<file path="config.mk">
export PLATFORM = sky130hd
export DESIGN_NAME = bwc_regs
export DESIGN_NICKNAME = d
export VERILOG_FILES = /design/src/logic/bwc_window_cmp.v /design/src/logic/bwc_regs.v
export VERILOG_INCLUDE_DIRS = /design/src /design/src/logic
export SDC_FILE = /design/constraint.sdc
export NUM_CORES = 1
export LEC_CHECK = 0
export BUFFER_PORTS_ARGS = -buffer_cell sky130_fd_sc_hd__buf_2
export CAP_MARGIN = 10
export CORE_ASPECT_RATIO = 2
export CORE_MARGIN = 5
export CORE_UTILIZATION = 35
export DETAILED_ROUTE_END_ITERATION = 8
export HOLD_SLACK_MARGIN = 0.05
export SYNTH_ARGS = -nofsm -noshare
export SYNTH_HDL_FRONTEND = slang
export SYNTH_HIERARCHICAL = 1
export SYNTH_SLANG_ARGS = --single-unit
</file>
<file path="constraint.sdc">
create_clock -name aclk -period 2.7 [get_ports aclk]
set_input_delay 0.405 -clock aclk [delete_from_list [all_inputs] [get_ports aclk]]
set_output_delay 0.405 -clock aclk [all_outputs]
set_load 0.01 [all_outputs]
</file>
<file path="src/logic/bwc_defines.vh">
// Offsets, field layouts and reset values for the bridge window register bank
`ifndef BWC_DEFINES_VH
`define BWC_DEFINES_VH

`define BWC_OFF_PF_TOP 8'h24
`define BWC_OFF_PF_BOT_HI 8'h28
`define BWC_OFF_PF_TOP_HI 8'h2c
`define BWC_OFF_IO_HI 8'h30
`define BWC_OFF_CAP 8'h34
`define BWC_OFF_IRQ 8'h3c

`define BWC_PF_TOP_MSB 31
`define BWC_PF_TOP_LSB 20
`define BWC_PF_TYPE_MSB 19
`define BWC_PF_TYPE_LSB 16
`define BWC_PF_TYPE_64 4'h1
`define BWC_PF_TOP_RST 12'h000
`define BWC_PF_LOW_ONES 20'hfffff
`define BWC_PF_LOW_ZERO 20'h00000

`define BWC_PF_HI_RST 32'h00000000
`define BWC_IO_HI_RST 16'h0000
`define BWC_IO_LOW_ONES 12'hfff
`define BWC_IO_LOW_ZERO 12'h000

`define BWC_CAP_PTR 8'h80
`define BWC_IRQ_LINE_RST 8'h00
`define BWC_IRQ_PIN 8'h00

`define BWC_RESP_OKAY 2'b00
`define BWC_RESP_SLVERR 2'b10

`endif

</file>
<file path="src/logic/bwc_window_cmp.v">
// Inclusive address window comparator
module bwc_window_cmp #(
   parameter WIDTH = 32
) (
   input wire [WIDTH-1:0] addr,
   input wire [WIDTH-1:0] bottom,
   input wire [WIDTH-1:0] top,
   output wire hit
);

   // Both ends count as inside; bottom above top gives an empty window
   assign hit = (addr >= bottom) && (addr <= top);

endmodule // bwc_window_cmp

</file>
<file path="src/logic/bwc_regs.v">
// Bridge forwarding window registers with AXI4-Lite access and window decode
//
// Contract
// - Prefetch limit bits 31:20 are writable and give top address bits 31:20.
// - Prefetch limit address bits 19:0 are taken as all ones.
// - Prefetch limit bits 19:16 read 0001, marking 64-bit support.
// - Prefetch bottom upper 32 bits: read-write, reset to zero.
// - Prefetch top upper 32 bits: read-write, reset to zero.
// - I/O bottom upper 16 bits in bits 15:0, read-write, reset zero.
// - I/O top upper 16 bits in bits 31:16, read-write, reset zero.
// - Capability pointer reads 80h always.
// - Interrupt line is plain storage; software should program FFh.
// - Interrupt pin field bits 15:8 reads zero.
// - 32-bit I/O bottom and top decide I/O forwarding.
// - 64-bit prefetch bottom and top decide memory forwarding.
//
// Implementation choice: the AXI4-Lite interface to the registers.
`include "bwc_defines.vh"

module bwc_regs #(
   parameter ADDR_W = 8
) (
   input wire aclk,
   input wire aresetn,
   // AXI4-Lite write address
   input wire [ADDR_W-1:0] s_axi_awaddr,
   input wire [2:0] s_axi_awprot,
   input wire s_axi_awvalid,
   output wire s_axi_awready,
   // AXI4-Lite write data
   input wire [31:0] s_axi_wdata,
   input wire [3:0] s_axi_wstrb,
   input wire s_axi_wvalid,
   output wire s_axi_wready,
   // AXI4-Lite write response
   output wire [1:0] s_axi_bresp,
   output wire s_axi_bvalid,
   input wire s_axi_bready,
   // AXI4-Lite read address
   input wire [ADDR_W-1:0] s_axi_araddr,
   input wire [2:0] s_axi_arprot,
   input wire s_axi_arvalid,
   output wire s_axi_arready,
   // AXI4-Lite read data
   output wire [31:0] s_axi_rdata,
   output wire [1:0] s_axi_rresp,
   output wire s_axi_rvalid,
   input wire s_axi_rready,
   // Lower window fields held by neighbouring registers
   input wire [11:0] pf_bottom_low,
   input wire [3:0] io_bottom_low,
   input wire [3:0] io_top_low,
   // Forwarding decode
   input wire [63:0] mem_addr,
   input wire [31:0] io_addr,
   output wire pf_hit,
   output wire io_hit,
   output wire [7:0] irq_line
);

   // Register state
   reg [11:0] pf_top_q;
   reg [31:0] pf_bot_hi_q;
   reg [31:0] pf_top_hi_q;
   reg [15:0] io_bot_hi_q;
   reg [15:0] io_top_hi_q;
   reg [7:0] irq_line_q;

   // Write channel state
   reg aw_held_q;
   reg [ADDR_W-1:0] aw_addr_q;
   reg w_held_q;
   reg [31:0] w_data_q;
   reg [3:0] w_strb_q;
   reg bvalid_q;
   reg [1:0] bresp_q;

   // Read channel state
   reg rvalid_q;
   reg [31:0] rdata_q;
   reg [1:0] rresp_q;

   // Decode results
   reg pf_hit_q;
   reg io_hit_q;

   wire do_write;
   reg [7:0] wr_off;
   reg [7:0] rd_off;
   wire [31:0] bit_mask;
   wire pf_hit_raw;
   wire io_hit_raw;
   wire [63:0] pf_bottom;
   wire [63:0] pf_top;
   wire [31:0] io_bottom;
   wire [31:0] io_top;
   reg wr_mapped;
   reg rd_mapped;
   reg [31:0] rd_word;
   reg [31:0] wr_old;
   wire [31:0] wr_new;

   // Handshakes: one address and one data word held at a time
   assign s_axi_awready = !aw_held_q && !bvalid_q;
   assign s_axi_wready = !w_held_q && !bvalid_q;
   assign s_axi_bvalid = bvalid_q;
   assign s_axi_bresp = bresp_q;
   assign s_axi_arready = !rvalid_q;
   assign s_axi_rvalid = rvalid_q;
   assign s_axi_rdata = rdata_q;
   assign s_axi_rresp = rresp_q;

   assign do_write = aw_held_q && w_held_q && !bvalid_q;
   // Byte strobes widen to a bit mask, one lane per loop pass
   genvar lane;
   generate
      for (lane = 0; lane < 4; lane = lane + 1) begin : g_lane
         assign bit_mask[lane*8 +: 8] = {8{w_strb_q[lane]}};
      end
   endgenerate

   assign wr_new = (wr_old & ~bit_mask) | (w_data_q & bit_mask);

   // Current word image as software sees it
   function [31:0] reg_image;
      input [7:0] off;
      begin
         case (off)
            `BWC_OFF_PF_TOP: begin
               reg_image = {pf_top_q, `BWC_PF_TYPE_64, 16'h0000};
            end
            `BWC_OFF_PF_BOT_HI: begin
               reg_image = pf_bot_hi_q;
            end
            `BWC_OFF_PF_TOP_HI: begin
               reg_image = pf_top_hi_q;
            end
            `BWC_OFF_IO_HI: begin
               reg_image = {io_top_hi_q, io_bot_hi_q};
            end
            `BWC_OFF_CAP: begin
               reg_image = {24'h000000, `BWC_CAP_PTR};
            end
            `BWC_OFF_IRQ: begin
               // Upper half belongs to bridge control, outside this bank
               reg_image = {16'h0000, `BWC_IRQ_PIN, irq_line_q};
            end
            default: begin
               reg_image = 32'h00000000;
            end
         endcase
      end
   endfunction

   function is_mapped;
      input [7:0] off;
      begin
         case (off)
            `BWC_OFF_PF_TOP, `BWC_OFF_PF_BOT_HI, `BWC_OFF_PF_TOP_HI,
            `BWC_OFF_IO_HI, `BWC_OFF_CAP, `BWC_OFF_IRQ: begin
               is_mapped = 1'b1;
            end
            default: begin
               is_mapped = 1'b0;
            end
         endcase
      end
   endfunction

   // Word offsets; low address bits dropped, narrow buses zero-extended
   always @* begin
      wr_off = 8'h00;
      wr_off[ADDR_W-1:2] = aw_addr_q[ADDR_W-1:2];
      rd_off = 8'h00;
      rd_off[ADDR_W-1:2] = s_axi_araddr[ADDR_W-1:2];
      wr_old = reg_image(wr_off);
      wr_mapped = is_mapped(wr_off);
      rd_word = reg_image(rd_off);
      rd_mapped = is_mapped(rd_off);
   end

   // Write address and data capture, either order
   always @(posedge aclk) begin
      if (!aresetn) begin
         aw_held_q <= 1'b0;
         aw_addr_q <= {ADDR_W{1'b0}};
         w_held_q <= 1'b0;
         w_data_q <= 32'h00000000;
         w_strb_q <= 4'h0;
      end else begin
         if (s_axi_awvalid && s_axi_awready) begin
            aw_held_q <= 1'b1;
            aw_addr_q <= s_axi_awaddr;
         end else if (do_write) begin
            aw_held_q <= 1'b0;
         end
         if (s_axi_wvalid && s_axi_wready) begin
            w_held_q <= 1'b1;
            w_data_q <= s_axi_wdata;
            w_strb_q <= s_axi_wstrb;
         end else if (do_write) begin
            w_held_q <= 1'b0;
         end
      end
   end

   // Write response
   always @(posedge aclk) begin
      if (!aresetn) begin
         bvalid_q <= 1'b0;
         bresp_q <= `BWC_RESP_OKAY;
      end else if (do_write) begin
         bvalid_q <= 1'b1;
         bresp_q <= wr_mapped ? `BWC_RESP_OKAY : `BWC_RESP_SLVERR;
      end else if (s_axi_bready) begin
         bvalid_q <= 1'b0;
      end
   end

   // Register updates; read-only fields simply ignore the merge
   always @(posedge aclk) begin
      if (!aresetn) begin
         pf_top_q <= `BWC_PF_TOP_RST;
         pf_bot_hi_q <= `BWC_PF_HI_RST;
         pf_top_hi_q <= `BWC_PF_HI_RST;
         io_bot_hi_q <= `BWC_IO_HI_RST;
         io_top_hi_q <= `BWC_IO_HI_RST;
         irq_line_q <= `BWC_IRQ_LINE_RST;
      end else if (do_write) begin
         case (wr_off)
            `BWC_OFF_PF_TOP: begin
               pf_top_q <= wr_new[`BWC_PF_TOP_MSB:`BWC_PF_TOP_LSB];
            end
            `BWC_OFF_PF_BOT_HI: begin
               pf_bot_hi_q <= wr_new;
            end
            `BWC_OFF_PF_TOP_HI: begin
               pf_top_hi_q <= wr_new;
            end
            `BWC_OFF_IO_HI: begin
               io_bot_hi_q <= wr_new[15:0];
               io_top_hi_q <= wr_new[31:16];
            end
            `BWC_OFF_IRQ: begin
               // Storage only; nothing in the bridge acts on it beyond the read-back at 3Ch
               irq_line_q <= wr_new[7:0];
            end
            default: begin
               irq_line_q <= irq_line_q;
            end
         endcase
      end
   end

   // Read channel: one read in flight, data registered
   always @(posedge aclk) begin
      if (!aresetn) begin
         rvalid_q <= 1'b0;
         rdata_q <= 32'h00000000;
         rresp_q <= `BWC_RESP_OKAY;
      end else if (s_axi_arvalid && s_axi_arready) begin
         rvalid_q <= 1'b1;
         rdata_q <= rd_word;
         rresp_q <= rd_mapped ? `BWC_RESP_OKAY : `BWC_RESP_SLVERR;
      end else if (s_axi_rready) begin
         rvalid_q <= 1'b0;
      end
   end

   // Assembled windows; low bits implied so windows keep their granularity
   assign pf_bottom = {pf_bot_hi_q, pf_bottom_low, `BWC_PF_LOW_ZERO};
   assign pf_top = {pf_top_hi_q, pf_top_q, `BWC_PF_LOW_ONES};
   assign io_bottom = {io_bot_hi_q, io_bottom_low, `BWC_IO_LOW_ZERO};
   assign io_top = {io_top_hi_q, io_top_low, `BWC_IO_LOW_ONES};

   bwc_window_cmp #(
      .WIDTH(64)
   ) u_pf_cmp (
      .addr(mem_addr),
      .bottom(pf_bottom),
      .top(pf_top),
      .hit(pf_hit_raw)
   );

   bwc_window_cmp #(
      .WIDTH(32)
   ) u_io_cmp (
      .addr(io_addr),
      .bottom(io_bottom),
      .top(io_top),
      .hit(io_hit_raw)
   );

   // Registered so the 64-bit compare does not meet the caller's path
   always @(posedge aclk) begin
      if (!aresetn) begin
         pf_hit_q <= 1'b0;
         io_hit_q <= 1'b0;
      end else begin
         pf_hit_q <= pf_hit_raw;
         io_hit_q <= io_hit_raw;
      end
   end

   assign pf_hit = pf_hit_q;
   assign io_hit = io_hit_q;
   assign irq_line = irq_line_q;

endmodule // bwc_regs

</file>
* Word-level counts from Yosys, hierarchy flattened *
Index checks and enable logic that the tools add are counted.

cells by class
  $lt $le $gt $ge = 4
  eq/ne operators = 12
  mux-type cells = 13
  bitwise gates (word level) = 4
  reductions and logical operators = 24

operators with widths
  cell                                                 number
  one-hot mux 32 bit (6 select lines)                  2
  equality test 6 x 4 -> 1 bit, second input constant  12
  bitwise AND 32 bit                                   2
  >= comparator 64 bit                                 1
  <= comparator 64 bit                                 1
  >= comparator 32 bit                                 1
  <= comparator 32 bit                                 1
  NOT 32 bit                                           1
  OR 32 bit                                            1
  OR reduction 6 bit                                   2
  AND reduction 2 bit                                  5
  logical AND 1 bit                                    9
  2-to-1 mux 1 bit                                     9
  nonzero test 2 bit                                   4
  logical NOT 1 bit                                    4
  2-to-1 mux 2 bit                                     2

word-level totals
  bits in registers = 202
  input bits = 181
  output and inout bits = 51

* Depth between registers and ports, before layout *
  word-level depth = 4
  gate-level depth with buffers = 10
  gate-level depth less buffers = 10

* Modules after synthesis *
Netlist, hierarchy kept.

by module, submodules not included
  module                     times used  cells an instance  area each (um^2)  seq. area each (um^2)
  bwc_regs                   1           1,018              8,500.7           3,963.8
  bwc_window_cmp (u_pf_cmp)  1           451                3,168.0           0.0
  bwc_window_cmp (u_io_cmp)  1           226                1,604.0           0.0

* Worst setup path before layout *
No wires, ideal clock.

  kind = input -> register
  from = input mem_addr[35]
  to = register pf_hit_q (netlist: pf_hit)
  setup time = 59 ps
  arrival = 2,288 ps
  setup slack = 353 ps
  stages on the path = 7
  buffers on the path = 0
  path through = ha_1 > nand4_2 > or3_1 > or4_4 > or3_1 > a32oi_1 > and2_1

between the ends
  word-level cells in the longest chain between the ends = 2
  elaborated cells between the ends (all ways) = 3

RTL lines
  item                                                                 line                 source
  start: declaration                                                   bwc_regs.v:54        input wire [63:0] mem_addr,
  >= comparator 64 bit / <= comparator 64 bit (equally long branches)  bwc_window_cmp.v:12  assign hit = (addr >= bottom) && (addr <= top);
  logical AND 1 bit (*)                                                bwc_window_cmp.v:12
  via pf_hit_raw                                                       bwc_regs.v:91        wire pf_hit_raw;
  end signal: assignment                                               bwc_regs.v:300       pf_hit_q <= pf_hit_raw;
  end: declaration                                                     bwc_regs.v:84        reg pf_hit_q;

Mark *: on every way through the listed nets, which the timed path passes. The rest lies on a longest branch.
A chain may end at the register's enable or synchronous reset.

* Worst setup path in the final report *
  from = register pf_top_hi_q[21]
  to = register pf_hit_q (netlist: pf_hit)

between the ends
  word-level cells in the longest chain between the ends = 2

RTL lines
  item                      line                 source
  start: declaration        bwc_regs.v:64        reg [31:0] pf_top_hi_q;
  start signal: assignment  bwc_regs.v:225       pf_top_hi_q <= `BWC_PF_HI_RST;
  start signal: assignment  bwc_regs.v:238       pf_top_hi_q <= wr_new;
  <= comparator 64 bit      bwc_window_cmp.v:12
  logical AND 1 bit         bwc_window_cmp.v:12
  via pf_hit_raw            bwc_regs.v:91

The timed path passes the listed nets, and every way through them passes these cells.

==> results.txt <==
The clock reaches the later pin of the worst-skew pair after 460 ps. The logs give 0.01569 sq mm for the total placed instance area and 17 for the TritonCTS buffer count. Global routing usage summed across all routing layers: 24.17%. The worst-case IR drop observed on VDD is 345.7 uV. STA classifies the critical path startpoint as a flip-flop.

In the final routed layout, each cell accounts on average for 21.12 microns. The floorplan step set the die width to 147.7 microns. For this run, the top clock speed supported by timing is 379.8 MHz. The number of inserted filler cells in the final layout was 3,781; the number of instances on the worst hold path was 2. The worst register-to-register path has a depth of 10.

The footprint of the multi-input gates is 0.008529 sq mm, and the overall die area is 0.04215 sq mm. The detailed placement HPWL came out at 42.35 mm. CTS built an H-tree with a depth of 4.

The run gives 0.003975 sq mm as the sequential cell area in the final layout. The final instance count without filler cells is 2,492. TritonCTS built the clock tree.

232 I/O pins were placed. The final critical delay including setup and external delays came out at 2633 ps. The logs give 973 for the initial detailed-routing violation count and 2,456 for the instance count after placement with tap cells included. The tools report the part of the Yosys area used for sequential elements as 29.86%. The net count of the finished layout is 2,389. The initial antenna violation count is 1.

The initial cell density of the core is 35.13%, and the count of unresolved DRC violations after routing is 0. The number of I/O port buffers came out at 219. The final estimated routing congestion in global placement is 1.010, and the normalized max-slew margin is 44.86%. For the number of nets with antenna violations after routing, the log shows 0.

The run gives 107 as the pin count of the biggest net entering global routing. The gate count after technology mapping is 1,695, and the share of synthesized flip-flops with an asynchronous set or reset is 0%. The first detailed-routing pass ran for 7 iterations.

For flop-to-flop paths, the worst setup slack is 70 ps. In this run the most critical hold path is launched from s_axi_rready. The critical path data arrival time came out at 3040 ps. After layout, the worst path uses 97.52% of the clock period.

No sink is reached through more buffers than the 2 on the longest clock path. The most frequently used cell type in the post-synthesis netlist was sky130_fd_sc_hd__nand2_1. Clock-pin slew was measured on the worst setup and hold paths at 80 ps.

The flow ran to the end, and the final reports show no timing, DRC or antenna violations. The flip-flop and latch count after synthesis is 198, and the final setup violation count is 0. The worst register-to-register path begins at pf_top_hi_q[21]$_SDFFE_PN0P_. Ranked by total cell area, the synthesized netlist is headed by sky130_fd_sc_hd__dfxtp_1, sky130_fd_sc_hd__ha_1, sky130_fd_sc_hd__a21oi_1.

Setup repair after global routing could not meet its margin everywhere. The final cell area excluding filler cells is 0.01642 sq mm, and the routed wire length is 52.64 mm. In the synthesized netlist, the cells that appear most often are sky130_fd_sc_hd__nand2_1, sky130_fd_sc_hd__inv_1, sky130_fd_sc_hd__dfxtp_1. Of all nets on the critical path, the largest fanout is 2. Data on the critical path is required at its endpoint by 3110 ps.

For this run, the leading register cell type out of synthesis is sky130_fd_sc_hd__dfxtp_1. After synthesis, the netlist uses 59 different library cells. The average instance area after synthesis was 7.831 sq um. The synthesis-to-finish area growth was 23.72%. The cell taking the most area after synthesis was sky130_fd_sc_hd__dfxtp_1. Endpoint of the most critical register-to-register path: pf_hit$_SDFF_PN0_. The via count is 13,826. The number of antenna diodes in the final layout is 0. The via count of the first global-routing pass was 13,606. Dividing the detail-routed via count by the number of cells gives 5.548. By startpoint and endpoint, the worst setup path is classified as reg -> reg.

The number of warnings issued by yosys came out at 6. Worst hold path endpoint: s_axi_rvalid$_SDFFE_PN0P_. The synthesized area came out at 0.01327 sq mm. The number of hold-repair buffers added at the cts stage was 0; the global route total overflow was 0. The clock net in this run drives a total of 198 sinks.

Path category of the worst min-delay check: in -> reg. The number of enable flip-flop cells after synthesis is 0. The post-route netlist has 19.57% of its cells at a drive strength greater than 1.

The area share of the leading cell type in the synthesized netlist is 29.86%. STA classifies the critical path endpoint as a flip-flop. The logs give 0 for the number of failing hold endpoints at the final stage and 0 for the number of max-capacitance violations reported. For the final database, setup skew stands at 13.79 ps. The initialized floorplan defines 101 standard-cell rows. Power spread over the standard cell area amounts to 417.6 mW/mm^2.

In this run the static leakage power is 6.868 nW. For the final design utilization, the log shows 43.46%. In this run the clock root is driven by a sky130_fd_sc_hd__clkbuf_16. Height of the die: 285.4 microns.

The final count of pins violating max slew came out at 0. At the pin with the least slew margin, the transition time is 820.1 ps. The placeable core region is 0.03779 sq mm.

The first global-routing pass estimated 77.65 mm of wire.
stage by stage:
stage          hold slack, ps  setup slack [ps]  TNS (ps)  total power [mW]
6_report                125.7             66.87         0             6.857
5_1_grt                 120.1            -13.24    -13.24             7.132
4_1_cts                 109.6             6.499         0             6.883
3_5_place_dp            442.8            -461.0    -461.0             4.206
3_3_place_gp            436.5            -433.7    -433.7             4.168
2_1_floorplan           436.4             352.9         0             3.716
critical path, cell delays in order, from the launching register on:
cell and delay [ps]:
sky130_fd_sc_hd__dfxtp_1 350, sky130_fd_sc_hd__inv_1 70, sky130_fd_sc_hd__ha_1 300, sky130_fd_sc_hd__nand4_1 200
sky130_fd_sc_hd__nor3_2 230, sky130_fd_sc_hd__buf_4 140, sky130_fd_sc_hd__nand3_4 110, sky130_fd_sc_hd__or4_4 550
sky130_fd_sc_hd__or3_4 340, sky130_fd_sc_hd__a32oi_1 150, sky130_fd_sc_hd__and2_1 140
layout by cell type (no fill, tap or decap), types with 5 or more instances in the layout:
cell type,instances
sky130_fd_sc_hd__and2_1,5
sky130_fd_sc_hd__buf_2,220
sky130_fd_sc_hd__a211oi_1,60
sky130_fd_sc_hd__a222oi_1,7
sky130_fd_sc_hd__a22o_1,21
sky130_fd_sc_hd__o21ai_0,82
sky130_fd_sc_hd__o22ai_1,60
sky130_fd_sc_hd__nor2b_1,8
sky130_fd_sc_hd__a22oi_1,75
sky130_fd_sc_hd__nand3_1,32
sky130_fd_sc_hd__nand4_1,28
sky130_fd_sc_hd__nand2_1,211
sky130_fd_sc_hd__a21o_1,18
sky130_fd_sc_hd__dfxtp_1,191
sky130_fd_sc_hd__nor3_2,6
sky130_fd_sc_hd__a221oi_1,15
sky130_fd_sc_hd__mux2i_1,39
sky130_fd_sc_hd__a31oi_1,6
sky130_fd_sc_hd__dfxtp_2,6
sky130_fd_sc_hd__a21oi_1,159
sky130_fd_sc_hd__clkbuf_16,17
sky130_fd_sc_hd__nand2b_1,6
sky130_fd_sc_hd__ha_1,190
sky130_fd_sc_hd__conb_1,66
sky130_fd_sc_hd__nor4_1,6
sky130_fd_sc_hd__nor2_1,108
sky130_fd_sc_hd__inv_1,199
sky130_fd_sc_hd__buf_4,106
timing repair:
item | 4_1_cts | 5_1_grt
pin swaps | 1 | 6
setup buffers | 0 | 4
endpoints found under the hold margin | 0 | 0
resized for setup | 3 | 18
endpoints found under the setup margin | 1 | 9
final cells by class:
cell class	instances	share of cell area [%]
clock buffer	17	2.591
clock inverter	15	1.173
inverter	202	4.640
multi-input combinational	1268	51.94
sequential	198	24.21
tap	463	3.528
timing repair buffer	329	11.92
metal layers:
layer | part of all wire (%) | global-route usage (%) | wire (microns) | vias up
met3 | 5.5 | 3.784 | 2873 | 170
met2 | 53 | 45.74 | 28040 | 583
met5 | 0.025 | 0 | 13 | -
met1 | 33 | 22.72 | 17110 | 6422
li1 | - | - | - | 6649
met4 | 8.7 | 18.46 | 4605 | 2
power by group:
group          switching [mW]  leakage (nW)  internal, mW
sequential             0.0830          1.61          2.97
clock                    1.29         0.300          1.41
combinational           0.661          4.96         0.446
total                    2.03          6.87          4.82
logic make-up after synthesis:
kind of cell / after synthesis / synth area share, %
AOI/OAI and AO/OA: 527 / 25.40
adders and majority gates: 192 / 18.10
buffers and inverters: 293 / 8.475
DFF: 198 / 29.86
muxes: 39 / 2.941
other: 2 / 0.05658
and+or+nand+nor: 444 / 15.17
flip-flops by register name (all words and copies together), names as in the netlist, 4 cells and up:
register	count
irq_line	8
w_data_q	32
pf_top_q	12
pf_top_hi_q	32
io_top_hi_q	16
w_strb_q	4
s_axi_rdata	32
io_bot_hi_q	16
aw_addr_q	6
pf_bot_hi_q	32
worst max-delay path by stage:
stage	startpoint	to	slack [ps]	cells after the start
global route	pf_top_hi_q[29]$_SDFFE_PN0P_	pf_hit$_SDFF_PN0_	-10	9
floorplan	mem_addr[35]	pf_hit$_SDFF_PN0_	350	7
CTS	pf_top_hi_q[29]$_SDFFE_PN0P_	pf_hit$_SDFF_PN0_	6	9
global placement	mem_addr[63]	pf_hit$_SDFF_PN0_	-430	9
detailed placement	mem_addr[61]	pf_hit$_SDFF_PN0_	-460	9
finish	pf_top_hi_q[21]$_SDFFE_PN0P_	pf_hit$_SDFF_PN0_	70	10
Power figures use the tool's default switching activity.
